**config.mk**
```make
export PLATFORM = sky130hd
export DESIGN_NAME = bgnd_debugger
export DESIGN_NICKNAME = d
export VERILOG_FILES = /design/src/inc/bgnd_pkg.sv /design/src/inc/bgnd_if.sv /design/src/design/bgnd_serial_phy.sv /design/src/design/bgnd_debugger.sv
export VERILOG_INCLUDE_DIRS = /design/src /design/src/inc
export SDC_FILE = /design/constraint.sdc
export NUM_CORES = 1
export LEC_CHECK = 0
export ABC_AREA = 1
export BUFFER_PORTS_ARGS = -buffer_cell sky130_fd_sc_hd__buf_2
export CORE_AREA = 10 10 118 120
export CTS_BUF_LIST = sky130_fd_sc_hd__clkbuf_16
export DETAILED_ROUTE_END_ITERATION = 7
export DIE_AREA = 0 0 128 130
export GPL_TIMING_DRIVEN = 0
export PLACE_DENSITY = 0.63
export SYNTH_ARGS = -nofsm -noshare
export SYNTH_HDL_FRONTEND = slang
export SYNTH_HIERARCHICAL = 1
export SYNTH_SLANG_ARGS = --single-unit
```
**constraint.sdc**
```tcl
create_clock -name i_clk -period 3.1 [get_ports i_clk]
set_input_delay 0.62 -clock i_clk [delete_from_list [all_inputs] [get_ports i_clk]]
set_output_delay 0.62 -clock i_clk [all_outputs]
set_load 0.03 [all_outputs]
```
**src/inc/bgnd_defs.svh**
```systemverilog
// shared constants of the single-wire background debugger
// Operation
// - secured: only hardware commands run, and no access to non-volatile memory
// - word access at an odd address is done at the even address below
// - no bus cycle is stolen while an external bus wait is active
// - hardware command waits for a free cycle, at most 128 cycles
// - a byte is eight bit times, each opened by a falling edge, idle high
// - each bit time lasts 16 target clock cycles
// - special single-chip mode leaves reset with background already active
`ifndef BGND_DEFS_SVH
`define BGND_DEFS_SVH

// bit timing in target clock ticks
`define BGND_TICK_LAST   4'hf
`define BGND_SAMPLE_TICK 4'ha
`define BGND_DRIVE_END   4'hd
`define BGND_BIT_LAST    3'h7

// last cycle of the free-cycle wait (128 cycles, counted from 0)
`define BGND_STEAL_LAST  8'h7f

// command codes
`define BGND_CMD_HW_RD_B 8'he4
`define BGND_CMD_HW_RD_W 8'hec
`define BGND_CMD_HW_WR_B 8'hc4
`define BGND_CMD_HW_WR_W 8'hcc
`define BGND_CMD_FW_RD_W 8'h68
`define BGND_CMD_FW_WR_W 8'h48
`define BGND_CMD_GO      8'h08
`define BGND_CMD_STEP    8'h10
`define BGND_CMD_BGND    8'h90

// command byte fields
`define BGND_CMD_READ_BIT 5
`define BGND_CMD_WORD_BIT 3

// defaults
`define BGND_TGT_DIV_DEF  4
`define BGND_NVM_BASE_DEF 16'h4000

`endif

```
**src/inc/bgnd_pkg.sv**
```systemverilog
// types of the single-wire background debugger
package bgnd_pkg;

   typedef enum logic [3:0] {
      ST_IDLE   = 4'h0,
      ST_ADDR_H = 4'h1,
      ST_ADDR_L = 4'h2,
      ST_DATA_H = 4'h3,
      ST_DATA_L = 4'h4,
      ST_STEAL  = 4'h5,
      ST_RDATA  = 4'h6,
      ST_TX_H   = 4'h7,
      ST_TX_L   = 4'h8
   } ctl_fsm_type;

   typedef struct packed {
      ctl_fsm_type fsm;
      logic [7:0]  cmd;
      logic [15:0] addr;
      logic [15:0] wdata;
      logic [15:0] rdata;
      logic [7:0]  wait_cnt;
      logic        active;
      logic        req;
      logic        we;
      logic        word;
      logic        go;
      logic        step;
      logic        load;
      logic [7:0]  tbyte;
   } ctl_state_type;

   typedef struct packed {
      logic       prev_in;
      logic [7:0] div;
      logic [3:0] tick;
      logic [2:0] idx;
      logic       busy;
      logic       txmode;
      logic [7:0] shreg;
      logic       pin_out;
      logic       pin_oe;
      logic       rx_valid;
      logic       tx_done;
   } phy_state_type;

endpackage

```
**src/inc/bgnd_if.sv**
```systemverilog
// byte link between command control and serial bit engine
`timescale 1ns/1ps
interface bgnd_if;
   logic       rx_valid;
   logic [7:0] rx_byte;
   logic       tx_load;
   logic [7:0] tx_byte;
   logic       tx_done;
   logic       clk_sel;

   modport phy (input tx_load, tx_byte, clk_sel, output rx_valid, rx_byte, tx_done);
   modport ctl (output tx_load, tx_byte, clk_sel, input rx_valid, rx_byte, tx_done);
endinterface

```
**src/design/bgnd_serial_phy.sv**
```systemverilog
// serial bit engine of the single-wire debug pin
`timescale 1ns/1ps
`include "bgnd_defs.svh"
module bgnd_serial_phy #(
   parameter int TGT_DIV = `BGND_TGT_DIV_DEF
) (
   input  wire logic i_clk,
   input  wire logic i_rst,
   input  wire logic i_pin,
   output logic      o_pin_out,
   output logic      o_pin_oe,
   bgnd_if.phy       lnk
);

   localparam logic [7:0] DIV_LAST = 8'(TGT_DIV - 1);

   bgnd_pkg::phy_state_type r;
   bgnd_pkg::phy_state_type s;
   logic                    tgt_en;

   if (TGT_DIV < 1 || TGT_DIV > 256) begin : g_bad_div
      $error("TGT_DIV must lie in 1..256");
   end

   // target clock tick: bus clock or divided
   assign tgt_en = lnk.clk_sel || (r.div == DIV_LAST);

   // bit timing, sampling and drive
   always_comb begin
      s          = r;
      s.rx_valid = 1'b0;
      s.tx_done  = 1'b0;
      s.prev_in  = i_pin;
      s.div      = tgt_en ? 8'h00 : 8'(r.div + 8'h01);
      if (lnk.tx_load) begin
         s.shreg  = lnk.tx_byte;
         s.txmode = 1'b1;
         s.idx    = 3'h0;
      end else if (!r.busy) begin
         if (r.prev_in && !i_pin) begin
            s.busy = 1'b1;
            s.tick = 4'h1; // detection edge counts as the first tick
            if (r.txmode && !r.shreg[7]) begin
               s.pin_oe  = 1'b1;
               s.pin_out = 1'b0;
            end
         end
      end else if (tgt_en) begin
         s.tick = 4'(r.tick + 4'h1);
         if (r.tick == `BGND_DRIVE_END) begin
            s.pin_oe = 1'b0;
         end
         if (!r.txmode && r.tick == `BGND_SAMPLE_TICK) begin
            s.shreg = {r.shreg[6:0], i_pin};
         end
         // a sent bit ends once the drive is released, so the next byte is loaded in time
         if (r.tick == `BGND_TICK_LAST ||
             (r.txmode && r.tick == `BGND_DRIVE_END)) begin
            s.busy   = 1'b0;
            s.pin_oe = 1'b0;
            s.idx    = 3'(r.idx + 3'h1);
            if (r.txmode) begin
               s.shreg = {r.shreg[6:0], 1'b0};
            end
            if (r.idx == `BGND_BIT_LAST) begin
               s.tx_done  = r.txmode;
               s.rx_valid = !r.txmode;
               s.txmode   = 1'b0;
            end
         end
      end
      if (i_rst) begin
         s         = '0;
         s.prev_in = 1'b1;
      end
   end

   // state register
   always_ff @(posedge i_clk) begin
      r <= s;
   end

   assign o_pin_out    = r.pin_out;
   assign o_pin_oe     = r.pin_oe;
   assign lnk.rx_valid = r.rx_valid;
   assign lnk.rx_byte  = r.shreg;
   assign lnk.tx_done  = r.tx_done;
endmodule // bgnd_serial_phy

```
**src/design/bgnd_debugger.sv**
```systemverilog
// command control of the background debugger with bus cycle stealing
`timescale 1ns/1ps
`include "bgnd_defs.svh"
module bgnd_debugger #(
   parameter int          TGT_DIV  = `BGND_TGT_DIV_DEF,
   parameter logic [15:0] NVM_BASE = `BGND_NVM_BASE_DEF
) (
   input  wire logic        i_clk,
   input  wire logic        i_rst,
   input  wire logic        i_pin,
   output logic             o_pin_out,
   output logic             o_pin_oe,
   input  wire logic        i_clk_sel,
   input  wire logic        i_special_mode,
   input  wire logic        i_secure,
   input  wire logic        i_bus_free,
   input  wire logic        i_ext_wait,
   input  wire logic [15:0] i_bus_rdata,
   output logic             o_bus_req,
   output logic             o_bus_we,
   output logic             o_bus_word,
   output logic [15:0]      o_bus_addr,
   output logic [15:0]      o_bus_wdata,
   output logic             o_active,
   output logic             o_go,
   output logic             o_step
);

   bgnd_pkg::ctl_state_type r;
   bgnd_pkg::ctl_state_type s;
   logic                    fw_ok;
   logic                    is_read;
   logic                    blocked;
   logic                    take;

   bgnd_if lnk ();

   bgnd_serial_phy #(
      .TGT_DIV (TGT_DIV)
   ) u_phy (
      .i_clk     (i_clk),
      .i_rst     (i_rst),
      .i_pin     (i_pin),
      .o_pin_out (o_pin_out),
      .o_pin_oe  (o_pin_oe),
      .lnk       (lnk.phy)
   );

   // access qualifiers
   assign fw_ok   = r.active && !i_secure;
   assign is_read = r.cmd[`BGND_CMD_READ_BIT];
   assign blocked = i_secure && (r.addr >= NVM_BASE);
   assign take    = !i_ext_wait &&
                    (i_bus_free || r.wait_cnt == `BGND_STEAL_LAST);

   // command sequencing
   always_comb begin
      s      = r;
      s.req  = 1'b0;
      s.go   = 1'b0;
      s.step = 1'b0;
      s.load = 1'b0;
      case (r.fsm)
         bgnd_pkg::ST_IDLE: begin
            if (lnk.rx_valid) begin
               s.cmd = lnk.rx_byte;
               case (lnk.rx_byte)
                  `BGND_CMD_HW_RD_B, `BGND_CMD_HW_RD_W,
                  `BGND_CMD_HW_WR_B, `BGND_CMD_HW_WR_W: begin
                     s.fsm = bgnd_pkg::ST_ADDR_H;
                  end
                  `BGND_CMD_FW_RD_W, `BGND_CMD_FW_WR_W: begin
                     if (fw_ok) begin
                        s.fsm = bgnd_pkg::ST_ADDR_H;
                     end
                  end
                  `BGND_CMD_GO: begin
                     if (fw_ok) begin
                        s.go     = 1'b1;
                        s.active = 1'b0;
                     end
                  end
                  `BGND_CMD_STEP: begin
                     s.step = fw_ok;
                  end
                  `BGND_CMD_BGND: begin
                     if (!i_secure) begin
                        s.active = 1'b1;
                     end
                  end
                  default: begin
                  end
               endcase
            end
         end
         bgnd_pkg::ST_ADDR_H: begin
            if (lnk.rx_valid) begin
               s.addr[15:8] = lnk.rx_byte;
               s.fsm        = bgnd_pkg::ST_ADDR_L;
            end
         end
         bgnd_pkg::ST_ADDR_L: begin
            if (lnk.rx_valid) begin
               s.word     = r.cmd[`BGND_CMD_WORD_BIT];
               s.we       = !is_read;
               s.wait_cnt = 8'h00;
               s.addr     = {r.addr[15:8], lnk.rx_byte};
               if (r.cmd[`BGND_CMD_WORD_BIT]) begin
                  s.addr[0] = 1'b0;
               end
               if (is_read) begin
                  s.fsm = bgnd_pkg::ST_STEAL;
               end else if (r.cmd[`BGND_CMD_WORD_BIT]) begin
                  s.fsm = bgnd_pkg::ST_DATA_H;
               end else begin
                  s.fsm = bgnd_pkg::ST_DATA_L;
               end
            end
         end
         bgnd_pkg::ST_DATA_H: begin
            if (lnk.rx_valid) begin
               s.wdata[15:8] = lnk.rx_byte;
               s.fsm         = bgnd_pkg::ST_DATA_L;
            end
         end
         bgnd_pkg::ST_DATA_L: begin
            if (lnk.rx_valid) begin
               s.wdata[7:0] = lnk.rx_byte;
               s.fsm        = bgnd_pkg::ST_STEAL;
            end
         end
         bgnd_pkg::ST_STEAL: begin
            if (take) begin
               if (blocked) begin
                  s.rdata = 16'h0000;
                  s.tbyte = 8'h00;
                  s.load  = is_read;
                  s.fsm   = !is_read ? bgnd_pkg::ST_IDLE :
                            (r.word ? bgnd_pkg::ST_TX_H : bgnd_pkg::ST_TX_L);
               end else begin
                  s.req = 1'b1;
                  s.fsm = is_read ? bgnd_pkg::ST_RDATA : bgnd_pkg::ST_IDLE;
               end
            end else if (r.wait_cnt != `BGND_STEAL_LAST) begin
               s.wait_cnt = 8'(r.wait_cnt + 8'h01);
            end
         end
         bgnd_pkg::ST_RDATA: begin
            s.rdata = i_bus_rdata;
            s.load  = 1'b1;
            s.tbyte = r.word ? i_bus_rdata[15:8] : i_bus_rdata[7:0];
            s.fsm   = r.word ? bgnd_pkg::ST_TX_H : bgnd_pkg::ST_TX_L;
         end
         bgnd_pkg::ST_TX_H: begin
            if (lnk.tx_done) begin
               s.load  = 1'b1;
               s.tbyte = r.rdata[7:0];
               s.fsm   = bgnd_pkg::ST_TX_L;
            end
         end
         bgnd_pkg::ST_TX_L: begin
            if (lnk.tx_done) begin
               s.fsm = bgnd_pkg::ST_IDLE;
            end
         end
         default: begin
            s.fsm = bgnd_pkg::ST_IDLE;
         end
      endcase
      if (i_rst) begin
         s        = '0;
         s.active = i_special_mode;
      end
   end

   // state register
   always_ff @(posedge i_clk) begin
      r <= s;
   end

   assign lnk.tx_load = r.load;
   assign lnk.tx_byte = r.tbyte;
   assign lnk.clk_sel = i_clk_sel;
   assign o_bus_req   = r.req;
   assign o_bus_we    = r.we;
   assign o_bus_word  = r.word;
   assign o_bus_addr  = r.addr;
   assign o_bus_wdata = r.wdata;
   assign o_active    = r.active;
   assign o_go        = r.go;
   assign o_step      = r.step;
endmodule // bgnd_debugger

```
==> After elaboration in Yosys (flattened, before gate mapping) <==
Cells that the tools add are included.
{ "totals": {"wordCells": 202, "input_bits": 24, "reg_bits": 104, "out_inout_bits": 40} }
{ "classes": {"n_eq_ne": 41, "n_bitwise": 12, "n_lt_le_gt_ge": 1, "reduce_logical": 52, "add_sub_neg": 4, "muxes": 66} }
{ "op_table": {"columns": ["op", "n"], "rows": [
  ["$mux 8", 9],
  ["$mux 4", 14],
  ["$pmux 8 s2", 3],
  ["$mux 9", 5],
  ["$eq 8x8->1 const B", 5],
  ["$pmux 4 s9", 1],
  ["$pmux 9 s3", 1],
  ["$eq 8x7->1 const B", 3],
  ["$reduce_bool 2->1", 10],
  ["$mux 1", 18],
  ["$mux 17", 1],
  ["$add 8x1->8 const B", 2],
  ["$eq 4x3->1 const B", 4],
  ["$eq 4x4->1 const B", 4],
  ["$ge 16x15->1 const B", 1],
  ["$mux 15", 1],
  ["$ne 2x1->1 const B", 7],
  ["$mux 13", 1],
  ["$mux 12", 1],
  ["$mux 3", 4],
  ["$ne 3x3->1 const B", 4],
  ["$not 1->1", 12],
  ["$reduce_and 3->1", 4],
  ["$reduce_and 4->1", 3],
  ["other kinds (26)", 58]
]} }

==> Depth between registers and ports, before layout <==
{ "depth": {"word_depth": 8, "mapped_depth": 11, "depth_no_buf": 11} }

==> Cells and area by module <==
Netlist, hierarchy kept.
{ "by_module_without_submodules": {"columns": ["mod", "cells_each", "seq_area_each_um2", "area_per_inst_um2", "instances"], "rows": [
  ["bgnd_debugger", 479, 1391.3, 3493.4, 1],
  ["bgnd_serial_phy", 226, 580.6, 1656.6, 1]
]} }

==> Least setup slack after synthesis <==
No wires, ideal clock.
{ "synth_timing": {"path_type": "input port to flip-flop", "start": "input port i_rst", "end": "register r (netlist bit o_active), enable pin", "arrival_ps": 1274, "setup_slack_ps": 1516, "t_required_ps": 2790, "setup_time_ps": 310, "n_path_buf": 2, "stages": 4, "path_cell_list": "clkbuf_1 clkinv_1 buf_2 o21ai_0"} }
{ "synth_between": {"elab_chain_len": 2, "elab_cells_between_ends": 6, "classes_between": "eq/ne: 2; reduce/logical: 4"} }
{ "synth_lines": {"columns": ["element", "line_no", "source"], "rows": [
  ["start: declaration", "bgnd_debugger.sv:9", "input wire logic i_rst,"],
  ["$ne 3x3->1 (no line), or another cell as far along", null, null],
  ["$reduce_and 5->1 (no line) (*)", null, null],
  ["end signal: assignment", "bgnd_debugger.sv:178", "r <= s;"],
  ["end: declaration", "bgnd_debugger.sv:29", "bgnd_pkg::ctl_state_type r;"]
]} }
Mark *: on every way between the ends. The rest lies on a longest branch, timed or not.
A chain may end at the register's enable or synchronous reset.

==> Worst setup path after layout <==
Ends and elaborated chain as after synthesis.

==> metrics.yaml <==
status:
  status: "finished clean"
drt:
  initialDrtViolationCount: 342
  vias_per_cell: 4.94
  routedWlPerCell_um: 13.5
  drc: 0
  wl_um: 12500
  drt-pass1-iter-count: 5
  vias: 4595
  antenna_left: 0
sta:
  period_needed_ns: 1.80
  totalNegativeSetupSlack_ns: 0
  hold_violations: 0
  setup_slack_ns: 1.30
  setup_viol: 0
  fmax_mhz: 554
  finClkSkew_ns: 0.00824
  worstMarginPinSlew_ns: 0.637
  finalCritPeriodShare_pct: 58.2
  rsz0062_at_grt: "no"
  slew_violations: 0
  maxSlewHeadroom_pct: 57.6
die:
  num_rows: 40
  io_pins: 64
  core-area_sq_um: 11700
  start_util_pct: 44.0
  fp.dieH_um: 130
  die_x_um: 128
  die-area_sq_um: 16600
place:
  gp_congestion: 0.898
  hpwl_um: 9540
  post-place-ws_ns: 0.887
  io_buffers: 62
worst_setup_path:
  crit_cells: 5
  crit_slowest_cell: "clkbuf_1"
  cp.arrival_ns: 1.86
  worstPathMaxFanout: 10
  required_ns: 3.15
  cpMostUsedCell: "buf_2"
  reg2reg_depth: 10
  crit_type: "input pin to register"
  slowest_delay_ns: 0.33
  worst-path-buf-inv: 4
  endpoint_kind: "register"
  crit_path_start_kind: "input pin"
  crit_chain: "buf_2 -> clkbuf_1 -> clkinv_1 -> buf_2 -> o21ai_0"
  cpLargestDelayFamily: "buffers and inverters"
logic_synthesis:
  yosysWarnings: 6
  synth_area_leaders: "dfxtp_1, nand2_1, a21oi_1"
  synthMuxAreaShare_pct: 0
  yosysTopAreaCell: "dfxtp_1"
  synth_compound_area_share_pct: 14.0
  yosys.area_share.simple_pct: 30.2
  synth_top_area_share_pct: 37.7
  synthXorXnorAreaFrac_pct: 1.53
  netlist-cell-type-count: 42
  synth_area_sq_um: 5150
  syn_area_per_cell_sq_um: 7.30
  synth_top_family_by_area: "simple AND/OR/NAND/NOR gates"
  synth_nets: 736
  yosys_register_bits: 98
  synth_adder_area_share_pct: 1.70
  syn_inst: 705
  ys_seq_area_share_pct: 38.3
run:
  max_cap_violations: 0
cts:
  cts.path.max_buffers: 2
  cts.reportedPaths.clkPinSlew_ns: 0.07
  clk_latency_ns: 0.35
  postCtsHoldBufs: 0
  cts_num_sinks: 98
  tritoncts: "built"
  ctsResizeCount: 0
  h-tree-depth: 3
  cts_buffers: 9
  cts-root-buf: "clkbuf_16"
  post-cts-setup-buffers: 0
global_routing:
  grt_pass1_vias: 4431
  grt_max_degree: 17
  grt_pass1_wl_um: 21000
  antenna_found_initial: 0
  gr-total-overflow: 0
  grtUsageTotal_pct: 15.2
cells_and_area:
  fillers: 1181
  multi_input_area_sq_um: 2440
  n_antenna_cell: 0
  final_common_cell: "nand2_1"
  seqCellArea_sq_um: 1970
  most-common-layout-cells: "nand2_1, dfxtp_1, inv_1"
  drive_gt1_share_pct: 23.1
  fin_nets: 809
  syn_to_final_growth_pct: 15.7
power_and_ir_drop:
  power_density_nw_per_um2: 430
  leakage_nw: 2.69
  ir_worst_vdd_uv: 220
hold_path:
  hold_class: "register to register"
  holdPathStages: 1
==> cell usage after synthesis, drive strengths merged <==
cell / count
o211ai: 2
nor3: 8
nand2: 166
a21oi: 85
a211oi: 1
xor2: 9
nor2: 59
nor4: 1
inv: 81
nor3b: 3
a21boi: 2
clkbuf: 8
conb: 1
edfxtp: 1
or2: 1
ha: 7
buf: 52
o21ai: 38
nand3b: 3
nand4: 4
o21a: 1
dfxtp: 97
clkinv: 3
nand3: 72
==> path summary, 6_finish.rpt <==
path	from	endpoint	slack (ns)
max	i_rst	o_active	1.30
min	u_phy/r[21]	u_phy/r[21]	0.45
max reg2reg	r[15]	lnk.tx_byte[2]	1.35
min reg2reg	u_phy/r[21]	u_phy/r[21]	0.45
==> registers in the layout, summed over array words and instances (netlist names) <==
register and count:
u_phy/lnk.rx_valid 1, o_bus_wdata 16, lnk.tx_byte 8, o_bus_word 1
o_go 1, lnk.tx_load 1, o_bus_we 1, is_read 1
o_bus_addr 16, u_phy/lnk.rx_byte 8, u_phy/lnk.tx_done 1, o_step 1
r 21, u_phy/o_pin_oe 1, o_active 1, o_bus_req 1
u_phy/r 18
==> routing by layer <==
| layer | vias to the layer above | wire length [um] | GRT usage (%) |
|---|---|---|---|
| met1 | 2106 | 5790 | 18.6 |
| li1 | 2375 | - | - |
| met2 | 100 | 5790 | 25.0 |
| met3 | 14 | 750 | 4.10 |
| met5 | - | 0 | 0 |
| met4 | 0 | 212 | 5.70 |
==> cell families (layout without fill, tap and decap cells) <==
logic type,after synthesis,count (layout)
AOI/OAI and AO/OA,129,129
xor gates and xnor gates,9,9
adders and majority gates,7,7
buffers and inverters,144,222
DFF,98,98
other,1,1
and+or+nand+nor,317,317
==> per-stage QoR <==
step                instance area [sq um]  hold WS [ns]  power, mW  std cells  utilization [%]
global placement                     5640         0.428       1.40        914             48.2
CTS                                  5960         0.452       2.57        930             50.9
detailed placement                   5640         0.440       1.40        914             48.2
floorplan                            5150         0.418       1.36        705                -
global route                         5960         0.477       2.63        930             50.9
finish                               5960         0.447       2.56        930             50.9
==> layout make-up <==
cell class                      count  area share, %
Buffer                             60           6.99
Inverter                           84           5.31
Clock buffer                        9           3.78
Clock inverter                      7           1.47
Timing Repair Buffer               62           5.21
Multi-Input combinational cell    463           41.0
Sequential cell                    98           33.1
Tap cell                          147           3.09
==> power breakdown <==
group	switching (mW)	leakage (nW)	internal (mW)
Combinational	0.0695	1.75	0.0324
Sequential	0.00432	0.792	1.27
Clock	0.487	0.156	0.700
(Power assumes the default switching activity.)
